===== src/logic/gdfr_pkg.sv =====
// constants and types for the gate driver fault response block
package gdfr_pkg;
    localparam int          CLK_HZ          = 10_000_000;
    localparam int          DEG_HW_US       = 4;
    localparam int          DEG_HW_CYC      = (DEG_HW_US * CLK_HZ + 999_999) / 1_000_000;
    localparam logic [1:0]  OCM_LATCH       = 2'h0;
    localparam logic [1:0]  OCM_RETRY       = 2'h1;
    localparam logic [1:0]  OCM_REPORT      = 2'h2;
    localparam logic [1:0]  OCM_DISABLED    = 2'h3;
    localparam logic [2:0]  MODE_HALF_BR    = 3'h3;
    localparam int          MODE_FET_MIN    = 4;
    localparam logic        TSD_LATCHED     = 1'b0;
    localparam logic        TSD_AUTO        = 1'b1;
    localparam int          CNT_W           = 16;
    localparam int          RETRY_W         = 24;
    localparam int          NPH             = 3;
    localparam logic [CNT_W-1:0] DEG_HW_CNT = CNT_W'(DEG_HW_CYC);
    typedef enum logic [2:0] {
        GDFR_RUN   = 3'b001,
        GDFR_HOLD  = 3'b010,
        GDFR_RETRY = 3'b100
    } gdfr_oc_t;
endpackage


===== src/logic/gdfr_top.sv =====
// fault-response core of a three half-bridge gate driver
`timescale 1ns/1ps
module gdfr_top (
    // clock and reset
    input  wire logic                       mclk,
    input  wire logic                       resetn,
    // variant and configuration
    input  wire logic                       hw_variant,
    input  wire logic                       drain_source_threshold_pin,
    input  wire logic [1:0]                 overcurrent_response_mode,
    input  wire logic [gdfr_pkg::CNT_W-1:0] overcurrent_deglitch_select,
    input  wire logic [gdfr_pkg::RETRY_W-1:0] retry_interval,
    input  wire logic [gdfr_pkg::CNT_W-1:0] gate_drive_window,
    input  wire logic [2:0]                 pwm_mode,
    input  wire logic [2:0]                 phase_fet_mode,
    input  wire logic [2:0]                 sense_monitor_disable_x,
    input  wire logic                       gate_fault_disable,
    input  wire logic                       thermal_warning_report,
    input  wire logic                       thermal_shutdown_mode,
    input  wire logic                       clear_faults,
    input  wire logic                       sleep_reset_pulse,
    // analog comparator inputs and gate commands
    input  wire logic [2:0]                 sense_positive_input,
    input  wire logic [5:0]                 gate_cmd,
    input  wire logic [5:0]                 gate_sense,
    input  wire logic                       temp_warn,
    input  wire logic                       temp_shutdown,
    input  wire logic [2:0]                 open_load_phase_x,
    // gate enables and charge pump
    output logic [5:0]                      fet_enable,
    output logic                            charge_pump_en,
    output logic                            charge_pump_undervoltage,
    // status
    output logic                            fault_out_n,
    output logic                            fault_flag,
    output logic                            sense_overcurrent,
    output logic [2:0]                      sense_oc_phase,
    output logic                            gate_drive_fault,
    output logic [5:0]                      gate_voltage_fault_flag,
    output logic                            thermal_warning,
    output logic                            thermal_shutdown,
    output logic                            open_load_detect,
    output logic                            open_load_or_short_flag,
    output logic [2:0]                      open_load_latched
);
    import gdfr_pkg::*;

    // clear, sleep, threshold and comparator inputs pass two flops; configuration pins do not
    logic [23:0] s1_r, s2_r;
    wire  [23:0] pins = {sleep_reset_pulse, clear_faults, drain_source_threshold_pin,
                         sense_positive_input, gate_cmd, gate_sense, temp_warn,
                         temp_shutdown, open_load_phase_x, 1'b0};
    always_ff @(posedge mclk) begin
        if (!resetn) begin
            s1_r <= 24'h0;
            s2_r <= 24'h0;
        end else begin
            s1_r <= pins;
            s2_r <= s1_r;
        end
    end
    wire       sl_rst = s2_r[23];
    wire       clr_in = s2_r[22];
    wire       ds_pin = s2_r[21];
    wire [2:0] sp_in  = s2_r[20:18];
    wire [5:0] g_cmd  = s2_r[17:12];
    wire [5:0] g_sns  = s2_r[11:6];
    wire       t_wrn  = s2_r[5];
    wire       t_sd   = s2_r[4];
    wire [2:0] ol_in  = s2_r[3:1];

    wire clr_any = clr_in | sl_rst;

    // effective overcurrent configuration
    wire [1:0]       oc_mode = hw_variant ? (ds_pin ? OCM_DISABLED : OCM_LATCH)
                                          : overcurrent_response_mode;
    wire [CNT_W-1:0] deg_lim = hw_variant ? DEG_HW_CNT : overcurrent_deglitch_select;
    wire             oc_off  = (oc_mode == OCM_DISABLED);
    // per-bridge disables ignored (locked) while whole monitor is off
    wire [2:0]       sp_mask = oc_off ? 3'h0 : (sp_in & ~sense_monitor_disable_x);

    logic [CNT_W-1:0] deg_r;
    logic [2:0]       deg_ph_r;
    wire              oc_level = |sp_mask;
    wire              oc_event = oc_level && (deg_r >= deg_lim);
    always_ff @(posedge mclk) begin
        if (!resetn) begin
            deg_r    <= '0;
            deg_ph_r <= 3'h0;
        end else begin
            deg_r    <= !oc_level ? '0 : (oc_event ? deg_r : deg_r + 1'b1);
            deg_ph_r <= sp_mask;
        end
    end

    // overcurrent response state
    gdfr_oc_t           oc_st_r, oc_st_nxt;
    logic [RETRY_W-1:0] rty_r;
    logic               oc_flag_r;
    logic [2:0]         oc_ph_r;
    wire rty_done = (rty_r >= retry_interval);
    always_comb begin
        oc_st_nxt = oc_st_r;
        case (oc_st_r)
            GDFR_RUN: begin
                if (oc_event && oc_mode == OCM_RETRY)
                    oc_st_nxt = GDFR_RETRY;
                else if (oc_event && (oc_mode == OCM_LATCH || oc_mode == OCM_REPORT))
                    oc_st_nxt = GDFR_HOLD;
            end
            GDFR_HOLD: begin
                if (clr_any && !oc_level)
                    oc_st_nxt = GDFR_RUN;
            end
            GDFR_RETRY: begin
                if (rty_done)
                    oc_st_nxt = GDFR_RUN;
            end
            default: oc_st_nxt = GDFR_RUN;
        endcase
    end
    logic oc_latch_off_r;
    always_ff @(posedge mclk) begin
        if (!resetn) begin
            oc_st_r        <= GDFR_RUN;
            rty_r          <= '0;
            oc_flag_r      <= 1'b0;
            oc_ph_r        <= 3'h0;
            oc_latch_off_r <= 1'b0;
        end else begin
            oc_st_r <= oc_st_nxt;
            rty_r   <= (oc_st_r == GDFR_RETRY) ? rty_r + 1'b1 : '0;
            if (oc_st_r == GDFR_RUN && oc_st_nxt != GDFR_RUN) begin
                oc_flag_r      <= 1'b1;
                oc_ph_r        <= (oc_mode == OCM_RETRY) ? deg_ph_r : 3'h0;
                oc_latch_off_r <= (oc_mode != OCM_REPORT);
            end else if (oc_st_r != GDFR_RUN && oc_st_nxt == GDFR_RUN) begin
                oc_flag_r      <= 1'b0;
                oc_ph_r        <= 3'h0;
                oc_latch_off_r <= 1'b0;
            end
        end
    end
    wire oc_stop = (oc_st_r != GDFR_RUN) && oc_latch_off_r;

    // gate drive monitor, window doubles as blanking
    logic [5:0]       cmd_d_r;
    logic [CNT_W-1:0] win_r [6];
    logic [5:0]       vgs_r;
    logic [5:0]       gdf_now;
    always_comb begin
        // window restarts one edge after a command change, so blank that cycle too
        for (int i = 0; i < 6; i++)
            gdf_now[i] = (win_r[i] >= gate_drive_window) && (g_cmd[i] == cmd_d_r[i]) &&
                         (g_sns[i] != g_cmd[i]);
    end
    wire [5:0] vgs_set = gdf_now & ~vgs_r;
    always_ff @(posedge mclk) begin
        if (!resetn) begin
            cmd_d_r <= 6'h0;
            vgs_r   <= 6'h0;
            for (int i = 0; i < 6; i++)
                win_r[i] <= '0;
        end else begin
            cmd_d_r <= g_cmd;
            for (int i = 0; i < 6; i++) begin
                if (g_cmd[i] != cmd_d_r[i])
                    win_r[i] <= '0;
                else if (win_r[i] < gate_drive_window)
                    win_r[i] <= win_r[i] + 1'b1;
            end
            // set wins over clear; clear only after condition removed
            vgs_r <= gdf_now | (clr_any ? 6'h0 : vgs_r);
        end
    end
    wire gdf_prot = hw_variant | ~gate_fault_disable;
    wire gdf_rep  = |vgs_r && gdf_prot;

    // shutdown scope by pwm mode
    wire       fet_mode  = (pwm_mode >= 3'(MODE_FET_MIN));
    wire [5:0] gdf_scope;
    genvar p;
    generate
        for (p = 0; p < NPH; p++) begin : g_ph
            // per phase: bridge scope unless fet mode, or half-bridge mode with phase marked independent fet
            wire single = fet_mode || (pwm_mode == MODE_HALF_BR && phase_fet_mode[p]);
            wire bridge = |vgs_r[2*p+1:2*p];
            assign gdf_scope[2*p+1:2*p] = single ? vgs_r[2*p+1:2*p] : {2{bridge}};
        end
    endgenerate
    wire indep = fet_mode || (pwm_mode == MODE_HALF_BR);
    wire [5:0] gdf_off = !gdf_prot ? 6'h0 : (indep ? gdf_scope : {6{|vgs_r}});

    // thermal handling
    wire tsd_mode_eff = hw_variant ? TSD_AUTO : thermal_shutdown_mode;
    logic tsd_flag_r, tsd_off_r, tw_r;
    always_ff @(posedge mclk) begin
        if (!resetn) begin
            tsd_flag_r <= 1'b0;
            tsd_off_r  <= 1'b0;
            tw_r       <= 1'b0;
        end else begin
            tw_r       <= t_wrn;
            tsd_flag_r <= t_sd | (tsd_flag_r & ~clr_any);
            if (t_sd)
                tsd_off_r <= 1'b1;
            else if (tsd_mode_eff == TSD_AUTO || clr_any)
                tsd_off_r <= 1'b0;
        end
    end
    wire tsd_off = tsd_off_r || (tsd_mode_eff == TSD_LATCHED && tsd_flag_r);

    // open load latch, set wins over clear
    logic [2:0] ol_r;
    logic       ol_off_r;
    always_ff @(posedge mclk) begin
        if (!resetn) begin
            ol_r     <= 3'h0;
            ol_off_r <= 1'b0;
        end else begin
            ol_r     <= ol_in | (clr_any ? 3'h0 : ol_r);
            ol_off_r <= |(ol_in | (clr_any ? 3'h0 : ol_r));
        end
    end

    // outputs, all registered
    wire fault_any = (oc_st_r != GDFR_RUN) || gdf_rep || tsd_off ||
                     (tw_r && thermal_warning_report && !hw_variant) || (|ol_r);
    wire [5:0] en_nxt = (oc_stop || tsd_off || ol_off_r) ? 6'h0 : ~gdf_off;
    always_ff @(posedge mclk) begin
        if (!resetn) begin
            fet_enable               <= 6'h0;
            charge_pump_en           <= 1'b0;
            charge_pump_undervoltage <= 1'b0;
            fault_out_n              <= 1'b1;
            fault_flag               <= 1'b0;
            sense_overcurrent        <= 1'b0;
            sense_oc_phase           <= 3'h0;
            gate_drive_fault         <= 1'b0;
            gate_voltage_fault_flag  <= 6'h0;
            thermal_warning          <= 1'b0;
            thermal_shutdown         <= 1'b0;
            open_load_detect         <= 1'b0;
            open_load_or_short_flag  <= 1'b0;
            open_load_latched        <= 3'h0;
        end else begin
            fet_enable               <= en_nxt;
            charge_pump_en           <= !tsd_off;
            charge_pump_undervoltage <= 1'b0;
            fault_out_n              <= !fault_any;
            fault_flag               <= fault_any | (|vgs_r) | tsd_flag_r;
            sense_overcurrent        <= oc_flag_r;
            sense_oc_phase           <= oc_ph_r;
            gate_drive_fault         <= gdf_rep;
            gate_voltage_fault_flag  <= vgs_r;
            thermal_warning          <= tw_r && !hw_variant;
            thermal_shutdown         <= tsd_flag_r;
            open_load_detect         <= |ol_r;
            open_load_or_short_flag  <= |ol_r;
            open_load_latched        <= ol_r;
        end
    end

    // checks
    chk_tsd_stops_fets: assert property (@(posedge mclk) disable iff (!resetn)
        t_sd |-> ##1 1'b1 ##1 (fet_enable == 6'h0 && !charge_pump_en && !fault_out_n))
        else $error("thermal shutdown did not stop drive");
    chk_oc_hold_release: assert property (@(posedge mclk) disable iff (!resetn)
        (oc_st_r == GDFR_HOLD && !clr_any) |=> oc_st_r == GDFR_HOLD)
        else $error("overcurrent hold left without clear");
    chk_retry_recovers: assert property (@(posedge mclk) disable iff (!resetn)
        (oc_st_r == GDFR_RETRY && rty_done) |=> (oc_st_r == GDFR_RUN && !oc_flag_r))
        else $error("retry did not recover");
    chk_report_runs: assert property (@(posedge mclk) disable iff (!resetn)
        (oc_st_r != GDFR_RUN && !oc_latch_off_r && !tsd_off && !ol_off_r && !(|gdf_off))
        |=> fet_enable == 6'h3f)
        else $error("report mode stopped drivers");
    chk_disabled_quiet: assert property (@(posedge mclk) disable iff (!resetn)
        (oc_mode == OCM_DISABLED && oc_st_r == GDFR_RUN) |=> oc_st_r == GDFR_RUN)
        else $error("disabled monitor acted");
    chk_deglitch_wait: assert property (@(posedge mclk) disable iff (!resetn)
        $rose(oc_level) |-> !oc_event)
        else $error("overcurrent without deglitch");
    chk_gdf_latched: assert property (@(posedge mclk) disable iff (!resetn)
        (|vgs_set) |=> (|vgs_r) ##1 (!gdf_prot || !fault_out_n))
        else $error("gate fault not reported");
    chk_gdf_disable_run: assert property (@(posedge mclk) disable iff (!resetn)
        (!gdf_prot && !oc_stop && !tsd_off && !ol_off_r) |=> fet_enable == 6'h3f)
        else $error("gate fault disable still stopped fets");
    chk_ol_release: assert property (@(posedge mclk) disable iff (!resetn)
        ((|ol_r) && !clr_any) |=> (|ol_r))
        else $error("open load latch dropped");
    chk_oc_stops_fets: assert property (@(posedge mclk) disable iff (!resetn)
        oc_stop |=> fet_enable == 6'h00)
        else $error("overcurrent shutdown left fets on");
    chk_gdf_blanked: assert property (@(posedge mclk) disable iff (!resetn)
        !(|((g_cmd ^ cmd_d_r) & gdf_now)))
        else $error("gate fault seen inside blanking");
    chk_tw_reported: assert property (@(posedge mclk) disable iff (!resetn)
        (tw_r && thermal_warning_report && !hw_variant) |=> !fault_out_n)
        else $error("reported thermal warning not on fault pin");
    chk_tsd_cp_off: assert property (@(posedge mclk) disable iff (!resetn)
        tsd_off |=> (!charge_pump_en && !charge_pump_undervoltage))
        else $error("charge pump not stopped cleanly in shutdown");
    chk_tsd_auto_resume: assert property (@(posedge mclk) disable iff (!resetn)
        (tsd_mode_eff == TSD_AUTO && tsd_off_r && !t_sd) |=> !tsd_off_r)
        else $error("auto thermal recovery did not resume");
    chk_ol_stops_fets: assert property (@(posedge mclk) disable iff (!resetn)
        ol_off_r |=> fet_enable == 6'h00)
        else $error("open load did not stop fets");
    chk_fault_pin_or: assert property (@(posedge mclk) disable iff (!resetn)
        1'b1 |=> fault_out_n == !$past(fault_any))
        else $error("fault pin does not follow fault sources");
    cov_report_only: cover property (@(posedge mclk) oc_st_r == GDFR_HOLD && !oc_latch_off_r);
    cov_oc_latch: cover property (@(posedge mclk) oc_st_r == GDFR_HOLD && oc_latch_off_r);
    cov_oc_retry: cover property (@(posedge mclk) oc_st_r == GDFR_RETRY ##1 oc_st_r == GDFR_RUN);
    cov_gdf_bridge: cover property (@(posedge mclk) indep && (|gdf_off) && !(&gdf_off));
    cov_tsd_auto: cover property (@(posedge mclk) $fell(tsd_off_r) && tsd_flag_r);
endmodule


===== config.mk =====
export PLATFORM = sky130hd
export DESIGN_NAME = gdfr_top
export DESIGN_NICKNAME = d
export VERILOG_FILES = /design/src/logic/gdfr_pkg.sv /design/src/logic/gdfr_top.sv
export SDC_FILE = /design/constraint.sdc
export NUM_CORES = 1
export LEC_CHECK = 0
export ABC_AREA = 1
export CORE_ASPECT_RATIO = 1.75
export CORE_UTILIZATION = 70
export DETAILED_ROUTE_END_ITERATION = 8
export DONT_BUFFER_PORTS = 1
export GPL_TIMING_DRIVEN = 0
export PLACE_DENSITY = 0.89
export SLEW_MARGIN = 0
export SYNTH_ARGS = -nofsm -noshare
export SYNTH_HDL_FRONTEND = slang
export SYNTH_SLANG_ARGS = --single-unit

===== constraint.sdc =====
create_clock -name mclk -period 6.8 [get_ports mclk]
set_clock_uncertainty 0.1 [all_clocks]
set_input_delay 0.68 -clock mclk [delete_from_list [all_inputs] [get_ports mclk]]
set_output_delay 0.68 -clock mclk [all_outputs]
set_load 0.1 [all_outputs]

==> impl_metrics.ini <==
[status]
status = completed

[cells_and_area]
fill_cells = 1223
nNetsFinal = 1930
utilization = 0.777
seq_area_um2 = 5730
antennaDiodeCount = 0
syn_to_final_growth_pct = 7.69
multi_input_area_um2 = 6690
drive_gt1_frac = 0.0393

[detailed_routing]
ant_nets = 0
wirelength_um = 31900
dr.pass1.iters = 8
drc = 0
drt-wirelength-per-cell_um = 16.4
vias = 11300
drt-vias-per-instance = 5.82
first_iter_violations = 610

[clock_network]
cts_hold_buffers = 0
post_cts_buffers = 0
cts_num_sinks = 238
clk_latency_ns = 0.51
cts_htree_levels = 1
cts_buffers = 22
cts_tree = done
root_buffer = clkbuf_16
clock_path_buffers = 3
clk_pin_slew_ns = 0.07
cts_resized = 0

[yosys]
avgSynthCellArea_um2 = 8.12
yosys.area.top_type = edfxtp_1
synth_ff_type = dfxtp_1
ys_warn_count = 0
yosysTopAreaCellShare = 0.213
synth_edf_count = 96
yosysSeqAreaShare = 0.423
yosys_register_bits = 238
synth_area_leaders = edfxtp_1, dfxtp_1, ha_1, nand2_1, inv_1
yosysMostFrequentCell = nand2_1
syn_nets = 1906
async_flop_share = 0
netlist_area_um2 = 13500
yosysUniqueCellTypes = 52
synth_common_cells = nand2_1, inv_1, nor2_1
syn_inst = 1665

[critical_path]
cp_common_cell = nand3_1
crit_chain = inv_4 > clkbuf_1 > nand2_1 > ha_1 > a21oi_1 > o21ai_0 > a21oi_1 > nand2_1 > nand3_1 > nand3_1 > and2_1 > ha_1 > inv_1 > nand3_1 > or2_2 > o22ai_1
crit_family = simple AND/OR/NAND/NOR gates
required_ns = 7.13
endpoint_kind = register
cp_slowest_cell = clkbuf_1
cp.buffers_inverters = 3
max_stage_delay_ns = 0.42
cp.arrival_ns = 3.88
start_kind = primary input
path_max_fanout = 10
criticalPathCategory = primary input to register

[place]
dpl.hpwl_um = 23700
dp_slack_ns = 2.89
port_buffers = 0
gp_congestion = 0.941

[power_and_ir_drop]
powerDensity_nw_per_um2 = 228
finalPower_w = 0.00332
irDropWorstVdd_mv = 0.213
leakage_nw = 6.71

[global_routing]
met1_usage = 0.323
antenna_found_initial = 0
grt_pass1_vias = 11400
met3_usage = 0.0592
grt_pass1_wl_um = 51600
grt_overflow_total = 0
grt_usage = 0.327
grt_util_met2 = 0.633
busiest_layer = met2
grt_max_degree = 18

[run]
cap_violations = 0

[timing]
maxSlewViolCount = 0
fmax_mhz = 281
final_hold_viol_count = 0
max_slew_margin = 0.329
period_share = 0.523
tns_ns = 0
min_period_ns = 3.55
setup_viol = 0
worst_slew_pin_slew_ns = 1.01
setup_slack_ns = 3.25
rsz0062_at_grt = no

[hold_path]
hold_path_class = primary input to register

[floorplanning]
core_um2 = 18700
initial_core_util = 0.722
dieHeight_um = 186
die_area_um2 = 19900
die_width_um = 107
top_level_ports = 124
rows = 66
## kinds of logic (layout without fill, tap and decap cells)
| family | count (synthesis) | in the layout | share of synthesized area |
|---|---|---|---|
| compound gates | 203 | 203 | 0.0865 |
| xor+xnor | 75 | 75 | 0.0486 |
| fa+ha+maj | 145 | 145 | 0.134 |
| buf+inv | 291 | 331 | 0.0822 |
| flops | 238 | 238 | 0.423 |
| other cells | 1 | 1 | 0.000277 |
| simple gates | 712 | 712 | 0.225 |
## worst reg2reg max path: stages (launching register included)
cell	delay (ns)
edfxtp_1	0.45
ha_1	0.32
nand2_1	0.08
o21ai_0	0.21
nand2_1	0.10
o211ai_1	0.10
nand2_1	0.09
nand4_1	0.33
clkbuf_1	0.38
nand3_1	0.69
## cell type report
class	count	area share
sequential	238	0.393
clock buffer	28	0.0436
tap	238	0.0204
clock inverter	12	0.00730
buffer	23	0.00713
inverter	268	0.0692
multi-input combinational	1136	0.459
## worst paths after layout
check / end / slack (ns) / startpoint / cells after the start
setup / recovery: oc_ph_r[1] / 3.25 / hw_variant / 16
hold / removal: s1_r[1] / 0.17 / open_load_phase_x[0] / 2
setup reg to reg: win_r[4][12] / 3.47 / win_r[4][2] / 9
hold reg to reg: s2_r[8] / 0.30 / s1_r[8] / 2
## per-layer routing
layer | routed length (um) | part of all wire
met4 | 1650 | 0.052
met5 | 0 | 0
met2 | 17000 | 0.53
met3 | 2170 | 0.068
met1 | 11100 | 0.35
## cell usage in the layout (no fill, tap or decap), drive strengths merged, types with 31 or more instances in the layout
master and instances:
a21oi 129, clkbuf 43, dfxtp 142, edfxtp 96
ha 145, inv 268, nand2 330, nand3 80
nand4 36, nor2 193, nor3 43, o21ai 31
xnor2 37, xor2 38
## power breakdown
group | switching, W | leakage, nW | total, W | internal, W
Sequential | 0.000129 | 2.27 | 0.00170 | 0.00157
Combinational | 0.000233 | 4.07 | 0.000365 | 0.000132
Clock | 0.000547 | 0.364 | 0.00126 | 0.000709
## sequential cells by signal, indices dropped and copies added (netlist names), 3 cells and up
register                 flops
oc_ph_r                      3
s1_r                        23
sense_oc_phase               3
open_load_latched            3
oc_st_r                      3
fet_enable                   6
win_r                       96
rty_r                       24
deg_ph_r                     3
cmd_d_r                      6
deg_r                       16
vgs_r                        6
s2_r                        23
gate_voltage_fault_flag      6
ol_r                         3
## metrics by stage
stage / area [um2] / std cells / hold WS, ns
after floorplan: 13500 / 1665 / 0.290
after global placement: 13800 / 1903 / 0.293
final: 14600 / 1943 / 0.167
after CTS: 14600 / 1943 / 0.161
after detailed placement: 13800 / 1903 / 0.297
after global routing: 14600 / 1943 / 0.162
No activity file was read; power rests on OpenSTA's default activity.
